--- src/design/ppsr_pkg.sv ---
// Constants shared by the port status register bank
//
// Operation
// - Nine 8-bit locations at addresses 0 to 8; locations 7 and 8 are reserved.
// - Location 0: address, root, cable power; 1: root-hold, reset request, gap; 2: config.
// - Locations 3-5 report one port each; location 6 holds interrupts and flags.
// - Pair A line state: 11 high-Z, 01 one, 10 zero, 00 invalid.
// - Pair B line state uses the same two-bit encoding as pair A.
// - Line states reset to invalid and read invalid while the port transmits or receives.
// - Line states are only meaningful during arbitration or idle bus.
// - Bus-manager bit mirrors its pin and is advertised in self-identification.
// - Child flag 1 for child, 0 for parent; undefined until tree identification ends.
// - Connection flag set by hardware reset, refreshed with cable state on bus reset.
// - New connection triggers bus reset only after 335 ms of stable status.
// - A disconnection starts a bus reset at once.
// - After hardware reset all ports count as disconnected children for the first sequence.
// - No cable signalling during that first sequence.
// - At end of that self-identification report root with node address 00h.
// - A debounced real connection then starts a second, normal bus reset.
// - Cable power interrupt sets while power input is low; write 0 clears.
// - Loop interrupt sets on tree identification timeout; write 0 clears.
// - Gap count returns to 3Fh on hardware reset or two resets without update.
// - Writing 1 to reset request starts a bus reset; bit clears on any reset. The code starts one only in ST_RUN, not during the start-up sequence.

package ppsr_pkg;

   // -----------------------------------------------------------------
   // Register map
   // -----------------------------------------------------------------
   localparam logic [3:0] ADDR_NODE_IDENTITY = 4'h0;
   localparam logic [3:0] ADDR_BUS_CONTROL = 4'h1;
   localparam logic [3:0] ADDR_NODE_CONFIG = 4'h2;
   localparam logic [3:0] ADDR_PORT1_STATUS = 4'h3;
   localparam logic [3:0] ADDR_PORT2_STATUS = 4'h4;
   localparam logic [3:0] ADDR_PORT3_STATUS = 4'h5;
   localparam logic [3:0] ADDR_INT_FLAGS = 4'h6;
   localparam logic [3:0] ADDR_RESERVED_SEVEN = 4'h7;
   localparam logic [3:0] ADDR_RESERVED_EIGHT = 4'h8;

   // -----------------------------------------------------------------
   // Field positions
   // -----------------------------------------------------------------
   localparam int BUS_RHB_BIT = 0;
   localparam int BUS_IBR_BIT = 1;
   localparam int BUS_GAP_LSB = 2;
   localparam int CFG_SF_BIT = 0;
   localparam int CFG_PD_BIT = 1;
   localparam int INT_LOOP_BIT = 0;
   localparam int INT_CPS_BIT = 1;
   localparam int INT_IR_BIT = 3;

   // -----------------------------------------------------------------
   // Values and encodings
   // -----------------------------------------------------------------
   localparam logic [5:0] GAP_COUNT_RESET = 6'h3F;
   localparam logic [5:0] STARTUP_NODE_ADDR = 6'h00;
   localparam logic [1:0] LINE_HIGH_Z = 2'h3;
   localparam logic [1:0] LINE_ONE = 2'h1;
   localparam logic [1:0] LINE_ZERO = 2'h2;
   localparam logic [1:0] LINE_INVALID = 2'h0;
   localparam int MAX_PORTS = 3;

   // -----------------------------------------------------------------
   // Timing
   // -----------------------------------------------------------------
   localparam int CLK_FREQ_KHZ = 125000;
   localparam int DEBOUNCE_MS = 335;
   localparam int DEBOUNCE_CYCLES = DEBOUNCE_MS * CLK_FREQ_KHZ;

endpackage : ppsr_pkg

--- src/design/ppsr_registers.sv ---
// Port status register bank of a three-port cable physical layer
`timescale 1ns/100ps
`default_nettype none

module ppsr_registers #(
   parameter int NUM_PORTS = 3,
   parameter int unsigned DEBOUNCE_CYCLES = ppsr_pkg::DEBOUNCE_CYCLES,
   parameter logic [1:0] REVISION = 2'h0 // Arbitrary value
) (
   input wire logic ref_clk_in,
   input wire logic sys_rst_in,
   // Register access from the link-layer side
   input wire logic [3:0] reg_addr_in,
   input wire logic reg_rd_in,
   input wire logic reg_wr_in,
   input wire logic [7:0] reg_wdata_in,
   output logic [7:0] reg_rdata_out,
   output logic reg_rvalid_out,
   // Pins
   input wire logic cable_power_in,
   input wire logic bm_capable_in,
   input wire logic [NUM_PORTS-1:0] cable_connect_in,
   input wire logic [2*NUM_PORTS-1:0] cable_pair_a_in,
   input wire logic [2*NUM_PORTS-1:0] cable_pair_b_in,
   // Arbitration controller, same clock
   input wire logic bus_reset_in,
   input wire logic treeid_done_in,
   input wire logic selfid_done_in,
   input wire logic is_root_in,
   input wire logic [5:0] node_address_in,
   input wire logic [NUM_PORTS-1:0] child_in,
   input wire logic [NUM_PORTS-1:0] port_busy_in,
   input wire logic loop_timeout_in,
   input wire logic gap_cfg_valid_in,
   input wire logic [5:0] gap_cfg_in,
   // To arbitration controller
   output logic bus_reset_out,
   output logic ports_quiet_out,
   output logic [NUM_PORTS-1:0] conn_status_out,
   output logic [NUM_PORTS-1:0] startup_child_out,
   output logic bm_capable_out,
   output logic [5:0] gap_count_out
);

   typedef enum logic [2:0] {
      ST_INIT = 3'b001,
      ST_QUIET = 3'b010,
      ST_RUN = 3'b100
   } ppsr_state_e;

   initial begin
      if (NUM_PORTS < 1 || NUM_PORTS > ppsr_pkg::MAX_PORTS) $error("ppsr_registers: NUM_PORTS must be 1 to 3");
   end

   // -----------------------------------------------------------------
   // Pin synchronisers
   // -----------------------------------------------------------------
   logic cps_low_sync, cps_sync, bm_sync;
   logic [NUM_PORTS-1:0] conn_sync;
   logic [2*NUM_PORTS-1:0] pa_sync, pb_sync;

   ppsr_sync2 #(.WIDTH(2 + 5 * NUM_PORTS)) u_sync (
      .ref_clk_in(ref_clk_in),
      .sys_rst_in(sys_rst_in),
      .async_in({~cable_power_in, bm_capable_in, cable_connect_in, cable_pair_a_in, cable_pair_b_in}),
      .sync_out({cps_low_sync, bm_sync, conn_sync, pa_sync, pb_sync})
   );

   // Carried inverted so a cleared synchroniser reads power good, no false interrupt
   assign cps_sync = ~cps_low_sync;

   // -----------------------------------------------------------------
   // Connection debounce
   // -----------------------------------------------------------------
   logic [NUM_PORTS-1:0] stable, conn_evt, disc_evt;

   genvar gi;
   generate
      for (gi = 0; gi < NUM_PORTS; gi++) begin : g_port
         ppsr_debounce #(.DEBOUNCE_CYCLES(DEBOUNCE_CYCLES)) u_deb (
            .ref_clk_in(ref_clk_in),
            .sys_rst_in(sys_rst_in),
            .raw_connect_in(conn_sync[gi]),
            .stable_out(stable[gi]),
            .connect_evt_out(conn_evt[gi]),
            .disconnect_evt_out(disc_evt[gi])
         );
      end
   endgenerate

   // -----------------------------------------------------------------
   // Start-up sequence and bus reset requests
   // -----------------------------------------------------------------
   ppsr_state_e state_reg, state_next;
   logic bus_reset_reg, bus_reset_next;
   logic own_reset_reg, own_reset_next;
   logic write_ibr;

   assign write_ibr = reg_wr_in && reg_addr_in == ppsr_pkg::ADDR_BUS_CONTROL && reg_wdata_in[ppsr_pkg::BUS_IBR_BIT];

   always_comb begin
      state_next = state_reg;
      bus_reset_next = 1'b0;
      own_reset_next = own_reset_reg;
      case (state_reg)
         ST_INIT: begin
            // First reset runs with every port seen as unplugged
            bus_reset_next = 1'b1;
            state_next = ST_QUIET;
         end
         ST_QUIET: begin
            if (selfid_done_in) begin
               state_next = ST_RUN;
               bus_reset_next = |stable;
            end
         end
         ST_RUN: begin
            // Connect events wait for debounce, losses do not
            bus_reset_next = write_ibr || (|conn_evt) || (|disc_evt);
         end
         default: begin
            state_next = ST_INIT;
         end
      endcase
      if (bus_reset_in) own_reset_next = 1'b0;
      if (bus_reset_next) own_reset_next = 1'b1;
   end

   always_ff @(posedge ref_clk_in or posedge sys_rst_in) begin
      if (sys_rst_in) begin
         state_reg <= ST_INIT;
         bus_reset_reg <= 1'b0;
         own_reset_reg <= 1'b0;
      end else begin
         state_reg <= state_next;
         bus_reset_reg <= bus_reset_next;
         own_reset_reg <= own_reset_next;
      end
   end

   logic startup;
   assign startup = state_reg != ST_RUN;
   assign bus_reset_out = bus_reset_reg;
   assign ports_quiet_out = startup;
   assign conn_status_out = startup ? '0 : stable;
   assign startup_child_out = startup ? '1 : '0;
   assign bm_capable_out = bm_sync;

   // -----------------------------------------------------------------
   // Register state
   // -----------------------------------------------------------------
   logic [5:0] node_addr_reg, node_addr_next;
   logic root_reg, root_next;
   logic root_hold_reg, root_hold_next;
   logic ibr_reg, ibr_next;
   logic [5:0] gap_reg, gap_next;
   logic gap_seen_reg, gap_seen_next;
   logic sf_reg, sf_next;
   logic pd_reg, pd_next;
   logic loop_int_reg, loop_int_next;
   logic cps_int_reg, cps_int_next;
   logic ir_reg, ir_next;
   logic [NUM_PORTS-1:0] child_reg, child_next;
   logic [NUM_PORTS-1:0] con_reg, con_next;
   logic [2*NUM_PORTS-1:0] la_reg, la_next;
   logic [2*NUM_PORTS-1:0] lb_reg, lb_next;
   logic wr_bus, wr_cfg, wr_int;

   assign wr_bus = reg_wr_in && reg_addr_in == ppsr_pkg::ADDR_BUS_CONTROL;
   assign wr_cfg = reg_wr_in && reg_addr_in == ppsr_pkg::ADDR_NODE_CONFIG;
   assign wr_int = reg_wr_in && reg_addr_in == ppsr_pkg::ADDR_INT_FLAGS;

   always_comb begin
      node_addr_next = node_addr_reg;
      root_next = root_reg;
      root_hold_next = root_hold_reg;
      ibr_next = ibr_reg;
      gap_next = gap_reg;
      gap_seen_next = gap_seen_reg;
      sf_next = sf_reg;
      pd_next = pd_reg;
      loop_int_next = loop_int_reg;
      cps_int_next = cps_int_reg;
      ir_next = ir_reg;
      child_next = child_reg;
      con_next = con_reg;
      // Line states masked while a port carries data; valid only when idle or arbitrating
      for (int i = 0; i < NUM_PORTS; i++) begin
         la_next[2*i +: 2] = (port_busy_in[i] || startup) ? ppsr_pkg::LINE_INVALID : pa_sync[2*i +: 2];
         lb_next[2*i +: 2] = (port_busy_in[i] || startup) ? ppsr_pkg::LINE_INVALID : pb_sync[2*i +: 2];
      end
      if (wr_bus) begin
         root_hold_next = reg_wdata_in[ppsr_pkg::BUS_RHB_BIT];
         ibr_next = reg_wdata_in[ppsr_pkg::BUS_IBR_BIT];
      end
      if (wr_cfg) begin
         sf_next = reg_wdata_in[ppsr_pkg::CFG_SF_BIT];
         pd_next = reg_wdata_in[ppsr_pkg::CFG_PD_BIT];
      end
      if (wr_int) begin
         // Writing 1 cannot set an interrupt; only 0 clears
         if (!reg_wdata_in[ppsr_pkg::INT_LOOP_BIT]) loop_int_next = 1'b0;
         if (!reg_wdata_in[ppsr_pkg::INT_CPS_BIT]) cps_int_next = 1'b0;
         ir_next = reg_wdata_in[ppsr_pkg::INT_IR_BIT];
      end
      if (bus_reset_in) begin
         root_next = 1'b0;
         ibr_next = 1'b0;
         ir_next = own_reset_reg;
         con_next = conn_status_out;
         gap_seen_next = 1'b1;
         if (gap_seen_reg) gap_next = ppsr_pkg::GAP_COUNT_RESET;
      end
      if (wr_bus) begin
         gap_next = reg_wdata_in[ppsr_pkg::BUS_GAP_LSB +: 6];
         gap_seen_next = 1'b0;
      end else if (gap_cfg_valid_in) begin
         gap_next = gap_cfg_in;
         gap_seen_next = 1'b0;
      end
      if (treeid_done_in) begin
         root_next = startup ? 1'b1 : is_root_in;
         child_next = startup ? '1 : child_in;
      end
      if (selfid_done_in) begin
         node_addr_next = startup ? ppsr_pkg::STARTUP_NODE_ADDR : node_address_in;
         if (startup) root_next = 1'b1;
      end
      // Set wins over a clear in the same cycle
      if (loop_timeout_in) loop_int_next = 1'b1;
      if (!cps_sync) cps_int_next = 1'b1;
   end

   always_ff @(posedge ref_clk_in or posedge sys_rst_in) begin
      if (sys_rst_in) begin
         node_addr_reg <= ppsr_pkg::STARTUP_NODE_ADDR;
         root_reg <= 1'b0;
         root_hold_reg <= 1'b0;
         ibr_reg <= 1'b0;
         gap_reg <= ppsr_pkg::GAP_COUNT_RESET;
         gap_seen_reg <= 1'b0;
         sf_reg <= 1'b0;
         pd_reg <= 1'b0;
         loop_int_reg <= 1'b0;
         cps_int_reg <= 1'b0;
         ir_reg <= 1'b0;
         child_reg <= '0;
         con_reg <= '1;
         la_reg <= '0;
         lb_reg <= '0;
      end else begin
         node_addr_reg <= node_addr_next;
         root_reg <= root_next;
         root_hold_reg <= root_hold_next;
         ibr_reg <= ibr_next;
         gap_reg <= gap_next;
         gap_seen_reg <= gap_seen_next;
         sf_reg <= sf_next;
         pd_reg <= pd_next;
         loop_int_reg <= loop_int_next;
         cps_int_reg <= cps_int_next;
         ir_reg <= ir_next;
         child_reg <= child_next;
         con_reg <= con_next;
         la_reg <= la_next;
         lb_reg <= lb_next;
      end
   end

   assign gap_count_out = gap_reg;

   // -----------------------------------------------------------------
   // Read path
   // -----------------------------------------------------------------
   function automatic logic [7:0] port_byte(input int p);
      port_byte = 8'h00;
      if (p < NUM_PORTS) port_byte = {2'b00, con_reg[p], child_reg[p], lb_reg[2*p +: 2], la_reg[2*p +: 2]};
   endfunction : port_byte

   logic [7:0] rdata_reg, rdata_next;
   logic rvalid_reg;
   logic [3:0] port_count;

   assign port_count = 4'(NUM_PORTS);

   always_comb begin
      rdata_next = 8'h00;
      case (reg_addr_in)
         ppsr_pkg::ADDR_NODE_IDENTITY: rdata_next = {cps_sync, root_reg, node_addr_reg};
         ppsr_pkg::ADDR_BUS_CONTROL: rdata_next = {gap_reg, ibr_reg, root_hold_reg};
         ppsr_pkg::ADDR_NODE_CONFIG: rdata_next = {port_count, REVISION, pd_reg, sf_reg};
         ppsr_pkg::ADDR_PORT1_STATUS: rdata_next = port_byte(0);
         ppsr_pkg::ADDR_PORT2_STATUS: rdata_next = port_byte(1);
         ppsr_pkg::ADDR_PORT3_STATUS: rdata_next = port_byte(2);
         ppsr_pkg::ADDR_INT_FLAGS: rdata_next = {bm_sync, 3'h0, ir_reg, cps_sync, cps_int_reg, loop_int_reg};
         default: rdata_next = 8'h00;
      endcase
   end

   always_ff @(posedge ref_clk_in or posedge sys_rst_in) begin
      if (sys_rst_in) begin
         rdata_reg <= 8'h00;
         rvalid_reg <= 1'b0;
      end else begin
         rdata_reg <= reg_rd_in ? rdata_next : rdata_reg;
         rvalid_reg <= reg_rd_in;
      end
   end

   assign reg_rdata_out = rdata_reg;
   assign reg_rvalid_out = rvalid_reg;
endmodule : ppsr_registers

`default_nettype wire

--- src/design/ppsr_sync2.sv ---
// Two-stage synchroniser for asynchronous pin levels
`timescale 1ns/100ps
`default_nettype none

module ppsr_sync2 #(
   parameter int WIDTH = 1
) (
   input wire logic ref_clk_in,
   input wire logic sys_rst_in,
   input wire logic [WIDTH-1:0] async_in,
   output logic [WIDTH-1:0] sync_out
);

   logic [WIDTH-1:0] meta_reg;
   logic [WIDTH-1:0] sync_reg;

   initial begin
      if (WIDTH < 1) $error("ppsr_sync2: WIDTH must be at least 1");
   end

   always_ff @(posedge ref_clk_in or posedge sys_rst_in) begin
      if (sys_rst_in) begin
         meta_reg <= '0;
         sync_reg <= '0;
      end else begin
         meta_reg <= async_in;
         sync_reg <= meta_reg;
      end
   end

   assign sync_out = sync_reg;

endmodule : ppsr_sync2

`default_nettype wire

--- src/design/ppsr_debounce.sv ---
// Connection debounce for one cable port
`timescale 1ns/100ps
`default_nettype none

module ppsr_debounce #(
   parameter int unsigned DEBOUNCE_CYCLES = 100
) (
   input wire logic ref_clk_in,
   input wire logic sys_rst_in,
   input wire logic raw_connect_in,
   output logic stable_out,
   output logic connect_evt_out,
   output logic disconnect_evt_out
);

   localparam int CW = $clog2(DEBOUNCE_CYCLES + 1);
   localparam logic [CW-1:0] LAST = CW'(DEBOUNCE_CYCLES - 1);

   logic [CW-1:0] cnt_reg, cnt_next;
   logic stable_reg, stable_next;
   logic conn_reg, conn_next;
   logic disc_reg, disc_next;

   initial begin
      if (DEBOUNCE_CYCLES < 1) $error("ppsr_debounce: DEBOUNCE_CYCLES must be at least 1");
   end

   always_comb begin
      cnt_next = cnt_reg;
      stable_next = stable_reg;
      conn_next = 1'b0;
      disc_next = 1'b0;
      if (!raw_connect_in) begin
         // Loss is reported at once, no filtering
         cnt_next = '0;
         stable_next = 1'b0;
         disc_next = stable_reg;
      end else if (!stable_reg) begin
         if (cnt_reg == LAST) begin
            stable_next = 1'b1;
            conn_next = 1'b1;
         end else begin
            cnt_next = cnt_reg + 1'b1;
         end
      end
   end

   always_ff @(posedge ref_clk_in or posedge sys_rst_in) begin
      if (sys_rst_in) begin
         cnt_reg <= '0;
         stable_reg <= 1'b0;
         conn_reg <= 1'b0;
         disc_reg <= 1'b0;
      end else begin
         cnt_reg <= cnt_next;
         stable_reg <= stable_next;
         conn_reg <= conn_next;
         disc_reg <= disc_next;
      end
   end

   assign stable_out = stable_reg;
   assign connect_evt_out = conn_reg;
   assign disconnect_evt_out = disc_reg;
endmodule : ppsr_debounce

`default_nettype wire

--- config.mk ---
export PLATFORM = sky130hd
export DESIGN_NAME = ppsr_registers
export DESIGN_NICKNAME = d
export VERILOG_FILES = /design/src/design/ppsr_pkg.sv /design/src/design/ppsr_registers.sv /design/src/design/ppsr_sync2.sv /design/src/design/ppsr_debounce.sv
export SDC_FILE = /design/constraint.sdc
export NUM_CORES = 1
export LEC_CHECK = 0
export BUFFER_PORTS_ARGS = -buffer_cell sky130_fd_sc_hd__buf_4
export CAP_MARGIN = 10
export CORE_MARGIN = 1.5
export CORE_UTILIZATION = 60
export DETAILED_ROUTE_END_ITERATION = 6
export GPL_TIMING_DRIVEN = 0
export PLACE_DENSITY = 0.87
export SYNTH_ARGS = -nofsm -noshare
export SYNTH_HDL_FRONTEND = slang
export SYNTH_HIERARCHICAL = 1
export SYNTH_SLANG_ARGS = --single-unit
--- constraint.sdc ---
create_clock -name ref_clk_in -period 4.7 [get_ports ref_clk_in]
set_input_delay 0.235 -clock ref_clk_in [delete_from_list [all_inputs] [get_ports ref_clk_in]]
set_output_delay 0.235 -clock ref_clk_in [all_outputs]
set_load 0.01 [all_outputs]
; After elaboration in Yosys (flattened, before gate mapping)
; Index checks and enable logic that the tools add are counted.
; W data, S select, Z words.
[classes]
bitwise_logic = 3
n_reduce_logical = 27
addsub = 3
muxes = 66
eq_ne = 22
[op_table]
columns = op, n
row1 = $mux W26, 9
row2 = $add A26 B1 Y26 const B, 3
row3 = $eq A26 B26 Y1 const B, 3
row4 = $pmux W8 S7, 1
row5 = $mux W1, 39
row6 = $mux W6, 5
row7 = $ne A2 B2 Y1 const B, 7
row8 = $reduce_and A2 Y1, 7
row9 = $eq A4 B3 Y1 const B, 3
row10 = $mux W2, 6
row11 = $mux W3, 4
row12 = $reduce_bool A2 Y1, 5
row13 = $pmux W3 S3, 1
row14 = $reduce_or A3 Y1, 3
row15 = $eq A4 B2 Y1 const B, 2
row16 = $reduce_bool A3 Y1, 2
row17 = $logic_or A1 B1 Y1, 5
row18 = $eq A4 B1 Y1 const B, 1
row19 = $logic_and A1 B1 Y1, 4
row20 = $logic_not A4 Y1, 1
row21 = $ne A2 B1 Y1 const B, 2
row22 = $eq A3 B1 Y1 const B, 1
row23 = $eq A3 B2 Y1 const B, 1
row24 = $eq A3 B3 Y1 const B, 1
row25 = other kinds (3), 5
[word_totals]
wordCells = 155
output_inout_bits = 24
reg_bits = 174

; Longest topological paths before layout
; Gate-level depths: netlist (run 1).
[logic_depth]
depth_word = 7
mapped_depth = 6
mapped_depth_nobuf = 6

; Hierarchy
; The synthesis (run 1) kept the hierarchy.
[by_module_without_submodules]
columns = mod, n_inst, cells_per_inst, area_per_inst_um2, seq_area_each_um2
row1 = ppsr_debounce, 3, 152, 1601.5, 725.7
row2 = ppsr_registers, 1, 240, 2534.9, 1338.8
row3 = ppsr_sync2, 1, 35, 854.6, 850.8

; Least setup slack after synthesis (run 1)
; No wires, ideal clock.
[synth_path]
kind = reg-to-reg
from = reg g_port[0].u_deb.cnt_reg[8]
to = reg g_port[0].u_deb.cnt_reg[0]
stages_incl_launch_ff = 6
n_path_buf = 0
arrival_time_ps = 1594
synth_period_minus_slack_ps = 1713
required_ps = 4581
setup_slack_ps = 2987
cell_sequence = dfrtp_1 > or4_4 > nor4_4 > a21oi_2 > xor2_1 > and2_1
[synth_between]
elab_chain_len = 3
[synth_lines]
columns = item, line
row1 = "start, declared", ppsr_debounce.sv:19  ; logic [CW-1:0] cnt_reg, cnt_next;
row2 = "start signal, assigned", ppsr_debounce.sv:55  ; cnt_reg <= cnt_next;
row3 = $eq A26 B26 Y1, ppsr_debounce.sv:39  ; if (cnt_reg == LAST) begin
row4 = $ne A2 B2 Y1 (no source line), --
row5 = $reduce_and A2 Y1 (no source line), --
; Every way passes these cells.
; A chain may end at the register's enable or synchronous reset.

; Worst setup path in the final report (run 1)
[layout_path]
from = reg state_reg[2]
to = out startup_child_out[2]
[layout_between]
elab_chain_len = 2
[layout_lines]
columns = item, line
row1 = "start, declared", ppsr_registers.sv:94  ; ppsr_state_e state_reg, state_next;
row2 = "start signal, assigned", ppsr_registers.sv:135  ; state_reg <= state_next;
row3 = $ne A3 B3 Y1, ppsr_registers.sv:142  ; assign startup = state_reg != ST_RUN;
row4 = $mux W3, ppsr_registers.sv:146  ; assign startup_child_out = startup ? '1 : '0;
row5 = "end, declared", ppsr_registers.sv:40  ; output logic [NUM_PORTS-1:0] startup_child_out,
; Every way passes these cells.

==> results.py, run 1 <==
metrics = {
    "synth": {
        "async_flop_share": 1.00,
        "synth-compound-area-share": 0.0617,
        "ys_types": 67,
        "yosysWarnings": 6,
        "synth-edff-count": 0,
        "synth_area_per_cell_um2": 11.2,
        "syn_area_um2": 8190,
        "synthMuxAreaShare": 0.0418,
        "synth_cells": 731,
        "synth_top_family_by_area": "simple AND/OR/NAND/NOR gates",
        "synth_top_cell_by_area": "dfrtp_1",
        "synth.most_common_cell": "dfrtp_1",
        "yosys_most_used_dff": "dfrtp_1",
        "synth_nets": 791,
        "yosys.area_share.simple": 0.272,
        "netlist.area_leader.share": 0.501,
        "synth-seq-cells": 174,
        "synth.yosys.seq_area_share": 0.533,
        "synth_fa_ha_area_frac": 0.00458,
        "synth-xor-area-share": 0.0556,
        "synth.top_cells.by_count": "dfrtp_1 (164), nand2_1 (57), and2_1 (54), xor2_1 (36), nand3_1 (28)",
        "synth_area_leaders": "dfrtp_1 (50%), and2_1 (4.1%), xor2_1 (3.8%)",
    },
    "worst_setup_path": {
        "crit_required_ps": 4470,
        "arrival_ps": 1880,
        "path_max_fanout": 13,
        "setup.worst_path.end_class": "output port",
        "start_kind": "flip-flop",
        "worstSetupPathType": "flip-flop to output port",
    },
    "placement": {
        "port_buffers": 76,
        "dpl_cell_area_um2": 9030,
        "gp_congestion": 0.908,
        "place_hpwl_mm": 12.9,
        "dp.cells": 985,
    },
    "route": {
        "antenna_left": 0,
        "via_count": 6351,
        "wl_mm": 20.0,
        "first_pass_iters": 5,
        "avgViaCountPerCell": 6.09,
        "drt-initial-drc-count": 540,
        "drc": 0,
        "wl_per_cell_um": 19.2,
    },
    "grt": {
        "grt_usage": 0.292,
        "grt_pass1_wl_mm": 32.3,
        "grt_start_max_net_pins": 30,
        "grt.overflow.total": 0,
        "first_global_vias": 6442,
        "antenna_found_initial": 0,
    },
    "die": {
        "die_w_um": 120,
        "start_util": 0.616,
        "design.core.area_um2": 13300,
        "rows": 42,
        "pin_count": 81,
        "die_y_um": 120,
        "die_area_um2": 14400,
    },
    "flow_run": {
        "drv_cap": 0,
    },
    "cts": {
        "cts_root_buffer": "clkbuf_16",
        "cts_tree": "yes",
        "htree_num_levels": 4,
        "worstSkewPairLatency_ps": 440,
        "cts_resized": 0,
        "cts_max_path_buffers": 2,
        "clock-sinks": 174,
        "post_cts_buffers": 0,
        "cts_inserted_buffers": 17,
        "clkTransAtPathRegs_ps": 70,
        "hold_buffers": 23,
    },
    "final_layout": {
        "diodes": 0,
        "fin_util": 0.747,
        "nets": 914,
        "fin_area_um2": 9930,
        "seq_area_um2": 4370,
        "area_delta_synth_final_pct": 21.2,
        "fillers": 822,
        "layout.cells.non_filler": 1043,
        "largest_reg_flops": 78,
        "multi_input_area_um2": 3570,
        "drive_above_1_share": 0.216,
    },
    "timing": {
        "hold_ws_ps": 15.4,
        "worst_pin_slew_ps": 540,
        "tns_ps": 0,
        "slew_viol_final": 0,
        "setup_violations": 0,
        "fin_crit_ps": 2110,
        "hold_violations": 0,
        "rsz0062_at_grt": "false",
        "timing.fmax_mhz": 473,
        "maxSlewHeadroom": 0.639,
        "fin_crit_sh": 0.450,
        "finalClockSkew_ps": 11.6,
    },
    "pwr": {
        "p_int_mw": 2.48,
        "power_switching_uw": 881,
        "powerDensity_nw_per_um2": 339,
        "clkPwrFrac": 0.415,
        "p_sw_frac": 0.262,
        "combPwrFrac": 0.098,
        "seq_power_share": 0.486,
        "ir_worst_vdd_mv": 0.292,
        "leakagePower_nw": 4.72,
    },
    "min_path": {
        "hp-class": "primary input to flip-flop",
    },
    "status": {
        "status": "complete, no violations",
    },
}
metal layers:
| layer | track usage | up-vias | routed length (µm) |
|---|---|---|---|
| met5 | 0 | - | 0 |
| met4 | 0.150 | 0 | 729 |
| met3 | 0.0475 | 69 | 1130 |
| met2 | 0.501 | 283 | 10300 |
| met1 | 0.356 | 3182 | 7860 |
| li1 | - | 2817 | - |
worst max-delay path, cell delays in order (launching register included):
cell and delay, ps:
dfrtp_1 430, nor3b_1 310, inv_2 170, buf_2 230
buf_4 160, buf_4 140
path summary, 6_finish.rpt:
kind                                             from                                 end  slack (ps)  depth (start not counted)
max                                      state_reg[2]                startup_child_out[2]        2590                          5
min                                   reg_wdata_in[0]                       root_hold_reg          20                          3
max reg2reg                g_port[1].u_deb/cnt_reg[8]          g_port[1].u_deb/cnt_reg[0]        2770                          5
min reg2reg                        u_sync/meta_reg[4]                  u_sync/sync_out[4]         350                          0
max in group asynchronous                  sys_rst_in                          con_reg[0]        3660                          4
min in group asynchronous                  sys_rst_in  g_port[0].u_deb/disconnect_evt_out         340                          3
area by class of cell:
| type | count | share of cell area |
|---|---|---|
| Buffer | 31 | 0.0161 |
| Clock buffer | 17 | 0.0428 |
| Clock inverter | 15 | 0.0159 |
| Inverter | 26 | 0.00983 |
| Multi-Input combinational cell | 500 | 0.360 |
| Sequential cell | 174 | 0.440 |
| Tap cell | 176 | 0.0222 |
| Timing Repair Buffer | 104 | 0.0938 |
per-stage QoR:
stage          setup WS, ps  power [mW]
6_report               2590        3.37
5_1_grt                2490        3.48
4_1_cts                2600        3.35
3_5_place_dp           2840        1.96
3_3_place_gp           2570        1.93
2_1_floorplan          2990        1.82
cells by family (layout without fill, tap and decap cells):
family | count (synthesis) | count (layout)
AO/OA/AOI/OAI | 72 | 72
AND/OR/NAND/NOR | 341 | 341
flip-flops | 174 | 174
multiplexers | 32 | 32
buffers and inverters | 57 | 193
adder cells (fa/ha/maj) | 3 | 3
XOR/XNOR | 52 | 52
placed cells by master, fill, tap and decap left out, types with 23 or more instances in the layout:
master           n
and2_1          54
buf_4           79
dfrtp_1        164
dlygate4sd3_1   23
inv_1           24
mux2i_1         23
nand2_1         57
nand3_1         28
nor3_1          25
xor2_1          36
power by group through the flow:
stage	clock, mW	combinational [mW]	sequential, mW
floorplan	0	0.170	1.65
global placement	0	0.279	1.65
detailed placement	0	0.298	1.66
CTS	1.40	0.315	1.63
global route	1.47	0.360	1.64
finish	1.40	0.331	1.64
Note: power is estimated with default switching activity, not from simulation.
==> inputs of run 2 (changes only) <==
- CORE_UTILIZATION: 60 -> 53
- PLACE_DENSITY: 0.87 -> 0.82
- clock period: 4.7 -> 1.8 ns (I/O delays scaled with it)
==> run 2 against run 1 <==
Net effect: the run now ends with setup timing left; total power grew to 2.6 times the previous value; sequential power grew to 2.6 times the previous value; via count shrank 1.9%; die area grew 13%; critical endpoint is now g_port[1].u_deb/cnt_reg[3].
==> results.py, run 2 (synthesis results as in run 1) <==
metrics = {
    "die": {
        "die_area_um2": 16200,
        "pin_count": 81,
        "start_util": 0.541,
        "rows": 45,
        "die_y_um": 127,
        "die_w_um": 127,
        "design.core.area_um2": 15100,
    },
    "timing": {
        "layout_setup_ws_ps": -58.5,
        "setup_violations": 7,
        "timing.fmax_mhz": 538,
        "worst_pin_slew_ps": 722,
        "fin_crit_sh": 1.03,
        "rsz0062_at_grt": "true",
        "fin_crit_ps": 1860,
        "slew_viol_final": 0,
        "finalClockSkew_ps": 7.68,
        "hold_violations": 0,
        "maxSlewHeadroom": 0.519,
    },
    "cts": {
        "cts_root_buffer": "clkbuf_16",
        "cts_inserted_buffers": 17,
        "htree_num_levels": 4,
        "clock-sinks": 174,
        "clkTransAtPathRegs_ps": 70,
        "worstSkewPairLatency_ps": 430,
        "cts_max_path_buffers": 2,
        "cts_tree": "yes",
    },
    "grt": {
        "grt.overflow.total": 0,
        "antenna_found_initial": 0,
        "grt_usage": 0.247,
        "first_global_vias": 6160,
        "grt_start_max_net_pins": 30,
        "grt_pass1_wl_mm": 31.3,
    },
    "route": {
        "drt-initial-drc-count": 489,
        "via_count": 6233,
        "first_pass_iters": 6,
        "wl_per_cell_um": 17.4,
        "drc": 0,
        "avgViaCountPerCell": 5.67,
        "antenna_left": 0,
        "wl_mm": 19.1,
    },
    "final_layout": {
        "drive_above_1_share": 0.256,
        "layout_common_cells": "dfrtp_1 (155), buf_4 (100), nand2_1 (57)",
        "seq_area_um2": 4380,
        "largest_reg_flops": 78,
        "fin_area_um2": 10500,
        "area_delta_synth_final_pct": 27.9,
        "multi_input_area_um2": 3750,
        "nets": 959,
        "diodes": 0,
        "fillers": 995,
        "mostFrequentLayoutCell": "dfrtp_1",
    },
    "worst_setup_path": {
        "slowest_delay_ps": 560,
        "reg2reg_to": "g_port[1].u_deb/cnt_reg[3]",
        "crit_required_ps": 2150,
        "worstSetupPathType": "flip-flop to flip-flop",
        "setup.worst_path.end_class": "flip-flop",
        "worstSetupEndpoint": "g_port[1].u_deb/cnt_reg[3]",
        "worstRegToRegCells": 5,
        "r2r-start": "g_port[1].u_deb/cnt_reg[3]",
        "crit_chain": "or4_4 -> nor4_4 -> a21oi_4 -> nand4_1 -> mux2i_1",
        "crit_path_top_delay_cell": "or4_4",
        "startpoint": "g_port[1].u_deb/cnt_reg[3]",
        "reg2reg_slack_ps": -60,
        "arrival_ps": 2200,
        "start_kind": "flip-flop",
        "path_max_fanout": 5,
    },
    "pwr": {
        "ir_worst_vdd_mv": 0.704,
        "leakagePower_nw": 4.93,
        "power_switching_mw": 2.12,
        "powerDensity_nw_per_um2": 827,
        "p_sw_frac": 0.245,
        "combPwrFrac": 0.105,
        "clkPwrFrac": 0.402,
        "fin_total_pwr_mw": 8.67,
        "seq_power_share": 0.494,
        "p_int_mw": 6.54,
    },
    "placement": {
        "port_buffers": 76,
        "gp_congestion": 0.898,
        "place_hpwl_mm": 11.9,
        "dpl_cell_area_um2": 9050,
    },
    "min_path": {
        "hp-class": "primary input to flip-flop",
    },
    "flow_run": {
        "drv_cap": 0,
    },
    "status": {
        "violations": "setup timing",
        "status": "finished, violations left",
    },
}
==> run 2: power groups by stage <==
stage                     logic, mW  clock network (mW)  registers [mW]
final                         0.907                3.48            4.28
after global routing           1.00                3.72            4.30
after floorplan               0.445                   0            4.30
after detailed placement      0.771                   0            4.32
after global placement        0.739                   0            4.31
after CTS                     0.855                3.54            4.26
==> run 2: worst min-delay path by stage <==
stage / cells past startpoint / slack (ps) / endpoint / start
final: 3 / 10 / gap_count_out[4] / gap_cfg_in[4]
after CTS: 3 / 0.5 / gap_count_out[4] / gap_cfg_in[4]
after global placement: 1 / 200 / u_sync/meta_reg[12] / cable_connect_in[0]
after detailed placement: 1 / 200 / u_sync/meta_reg[12] / cable_connect_in[0]
after floorplan: 0 / 120 / reg_rvalid_out / reg_rd_in
after global routing: 3 / 8 / gap_count_out[5] / gap_cfg_in[5]
==> run 2: layout make-up <==
class / count / share of cell area
Sequential cell: 174 / 0.418
Clock buffer: 20 / 0.0426
Buffer: 30 / 0.0154
Tap cell: 188 / 0.0225
Multi-Input combinational cell: 503 / 0.358
Timing Repair Buffer: 147 / 0.124
Inverter: 26 / 0.00955
Clock inverter: 11 / 0.0103
==> run 2: through the flow <==
step           setup WS [ps]  hold slack [ps]  cells   util  setup TNS, ps
3_3_place_gp            -242              199    995  0.594         -10440
5_1_grt                 -113             7.62   1099  0.692          -1490
3_5_place_dp           -47.6              200    997  0.597           -244
6_report               -58.5             12.9   1099  0.692           -195
2_1_floorplan           87.3              121    731      -              0
4_1_cts                -21.1            0.513   1083  0.673          -38.3
==> run 2: routing by layer <==
layer | global-route usage | share of wire | wire, µm | vias to the layer above
li1 | - | - | - | 2929
met1 | 0.321 | 0.43 | 8200 | 3055
met2 | 0.417 | 0.50 | 9580 | 204
met3 | 0.0410 | 0.046 | 877 | 45
met4 | 0.0943 | 0.026 | 499 | 0
met5 | 0 | 0 | 0 | -
==> run 2: timing repair <==
action	CTS	global route
hold buffers	45	0
pin swaps	1	11
hold endpoints to repair	80	0
resized for setup	12	32
cloned	3	0
endpoints found under the setup margin	20	59
setup buffers	8	13
==> run 2: critical path, delay by kind of cell, from the launching register on <==
family             cells  cell delay (ps)
AOI/OAI and AO/OA      1              140
DFF                    1              400
and+or+nand+nor        3             1010
muxes                  1              210
==> inputs of run 3 (changes only) <==
- SYNTH_HIERARCHICAL: 1 -> default
==> run 3 against run 2 <==
Net effect: the flow still finishes with violations (setup timing); non-clock buffer count is 18 higher; global-route usage is 1.8 points higher; design area is 0.88% higher; via count is 3.9% higher; die area is 3.4% lower; combinational power is 25% lower; critical endpoint is now g_port[2].u_deb.cnt_reg[0]; synthesized cell count is 0.41% lower; critical path depth is 1 higher; core utilization is 3.5 points higher; largest cell class unchanged; sequential power is 3% lower.
==> results.py, run 3 <==
metrics = {
    "status": {
        "status": "finished, violations left",
        "violations": "setup timing",
    },
    "synth": {
        "synth.most_common_cell": "dfrtp_1",
        "async_flop_share": 1.00,
        "ys_types": 58,
        "netlist.area_leader.share": 0.519,
        "yosys_most_used_dff": "dfrtp_1",
        "synth-seq-cells": 174,
        "synth_top_cell_by_area": "dfrtp_1",
        "synth-edff-count": 0,
        "synth_cells": 728,
        "synth_nets": 788,
        "synth_area_leaders": "dfrtp_1 (52%), and2_1 (4.0%), dfstp_2 (3.3%)",
        "yosysWarnings": 0,
        "syn_area_um2": 7910,
        "synth_area_per_cell_um2": 10.9,
        "synth.top_cells.by_count": "dfrtp_1 (164), nand2_1 (54), and2_1 (50), nand3_1 (39), nor2_1 (30)",
        "synth.yosys.seq_area_share": 0.552,
    },
    "pwr": {
        "combPwrFrac": 0.081,
        "p_int_mw": 6.36,
        "ir_worst_vdd_mv": 0.724,
        "clkPwrFrac": 0.425,
        "power_switching_mw": 2.05,
        "p_sw_frac": 0.244,
        "seq_power_share": 0.494,
        "leakagePower_nw": 4.76,
        "powerDensity_nw_per_um2": 796,
    },
    "grt": {
        "grt_usage": 0.265,
        "grt_start_max_net_pins": 40,
        "grt_pass1_wl_mm": 33.3,
        "antenna_found_initial": 1,
        "grt.overflow.total": 0,
        "first_global_vias": 6430,
    },
    "placement": {
        "gp_congestion": 0.859,
        "port_buffers": 77,
        "place_hpwl_mm": 12.1,
    },
    "final_layout": {
        "layout_common_cells": "dfrtp_1 (158), buf_4 (111), nand2_1 (53)",
        "fin_util": 0.727,
        "largest_reg_flops": 78,
        "area_delta_synth_final_pct": 33.7,
        "nets": 970,
        "drive_above_1_share": 0.273,
        "mostFrequentLayoutCell": "dfrtp_1",
    },
    "min_path": {
        "hp-class": "primary input to flip-flop",
    },
    "timing": {
        "layout_setup_ws_ps": -379,
        "hold_violations": 0,
        "rsz0062_at_grt": "true",
        "slew_viol_final": 0,
        "tns_ps": -6130,
        "fin_crit_sh": 1.21,
        "setup_violations": 38,
        "worst_pin_slew_ps": 847,
        "timing.fmax_mhz": 459,
        "maxSlewHeadroom": 0.434,
        "fin_crit_ps": 2180,
        "finalClockSkew_ps": 11.5,
    },
    "die": {
        "pin_count": 81,
        "die_y_um": 125,
        "rows": 44,
        "die_w_um": 125,
        "die_area_um2": 15700,
        "start_util": 0.544,
        "design.core.area_um2": 14500,
    },
    "route": {
        "wl_mm": 20.8,
        "wl_met2_mm": 10.5,
        "dr_wl_met3_mm": 1.12,
        "met1_length_mm": 8.48,
        "wl_per_cell_um": 18.7,
        "antenna_left": 0,
        "drt-initial-drc-count": 469,
        "drc": 0,
        "avgViaCountPerCell": 5.85,
        "top_layer": "met4",
        "via_count": 6479,
        "first_pass_iters": 5,
    },
    "worst_setup_path": {
        "reg2reg_slack_ps": -380,
        "path_max_fanout": 5,
        "setup.worst_path.end_class": "flip-flop",
        "arrival_ps": 2500,
        "worstSetupPathType": "flip-flop to flip-flop",
        "crit_required_ps": 2120,
        "start_kind": "flip-flop",
    },
    "cts": {
        "worstSkewPairLatency_ps": 430,
        "clkTransAtPathRegs_ps": 70,
        "clock-sinks": 174,
        "cts_max_path_buffers": 2,
        "cts_inserted_buffers": 17,
        "cts_tree": "yes",
        "cts_root_buffer": "clkbuf_16",
        "htree_num_levels": 4,
    },
    "flow_run": {
        "drv_cap": 0,
    },
}
## run 3: changes by cell type after synthesis, moves of 7 or more
| cell | previous run | this run |
|---|---|---|
| clkbuf_1 | 16 | 26 |
| nand3_1 | 28 | 39 |
| nor2_1 | 22 | 30 |
| nor3_1 | 25 | 16 |
| nor4_1 | 6 | 13 |
| o211ai_1 | 0 | 7 |
| xnor2_1 | 16 | 28 |
| xor2_1 | 36 | 19 |
## run 3: layout make-up
cell class | count | area (µm²)
Tap cell | 184 | 230
Buffer | 31 | 161
Multi-Input combinational cell | 498 | 3710
Antenna cell | 1 | 2.50
Timing Repair Buffer | 164 | 1430
Clock buffer | 20 | 447
Clock inverter | 12 | 115
Sequential cell | 174 | 4370
Inverter | 24 | 98.8
Fill cell | 916 | 3970
## run 3: worst max-delay path, stage by stage, from the launching register on
cell     delay [ps]
dfrtp_1         390
or4b_1          530
or4_4           450
o31ai_4         280
buf_6           180
xnor2_1          70
and2_1          160
## run 3: worst paths after layout
check | cells after the start | startpoint | to
worst max-delay path | 6 | g_port[2].u_deb.cnt_reg[16] | g_port[2].u_deb.cnt_reg[0]
max in group asynchronous | 6 | sys_rst_in | gap_count_out[3]
worst max register to register | 6 | g_port[2].u_deb.cnt_reg[16] | g_port[2].u_deb.cnt_reg[0]
worst min-delay path | 3 | gap_cfg_in[3] | gap_count_out[3]
min in group asynchronous | 3 | sys_rst_in | g_port[0].u_deb.cnt_reg[13]
worst min register to register | 0 | u_sync.meta_reg[12] | u_sync.sync_out[12]
## run 3: cell families (layout without fill, tap and decap cells)
group / Yosys count / after routing / share of synthesized area
AO/OA/AOI/OAI: 85 / 85 / 0.0734
XOR/XNOR: 47 / 47 / 0.0521
adder cells (fa/ha/maj): 3 / 3 / 0.00475
buffers and inverters: 56 / 251 / 0.0293
flip-flops: 174 / 174 / 0.552
multiplexers: 33 / 33 / 0.0475
other: 0 / 1 / 0
AND/OR/NAND/NOR: 330 / 330 / 0.241
## run 3: power by group through the flow
stage	clock [mW]	combinational [mW]	sequential, mW
after floorplan	0	0.306	4.20
after global placement	0	0.538	4.21
after detailed placement	0	0.576	4.22
after CTS	3.57	0.668	4.15
after global routing	3.79	0.744	4.17
final	3.57	0.684	4.15
## run 3: repair_timing
| item | CTS | global route |
|---|---|---|
| setup endpoints to repair | 82 | 69 |
| pin swaps | 16 | 17 |
| gates resized for setup | 43 | 43 |
| gates cloned | 2 | 0 |
| buffers inserted | 19 | 18 |
| hold buffers | 45 | 0 |
| hold endpoints to repair | 90 | 0 |
## run 3: layer usage
layer  up-vias  global-route usage
met5         -                   0
met4         0               0.106
met3        62              0.0565
met2       248               0.443
met1      3225               0.339
li1       2944                   -
## run 3: per-stage QoR
step | setup WS, ps | cell area, µm² | std cells | hold slack, ps | power (mW)
2_1_floorplan | -506 | 8010 | 728 | 121 | 4.51
6_report | -379 | 10600 | 1108 | 19.4 | 8.41
3_5_place_dp | -501 | 8900 | 993 | 201 | 4.79
3_3_place_gp | -1490 | 8820 | 989 | 199 | 4.75
4_1_cts | -394 | 10200 | 1090 | 14.4 | 8.39
5_1_grt | -471 | 10600 | 1108 | 29.5 | 8.70
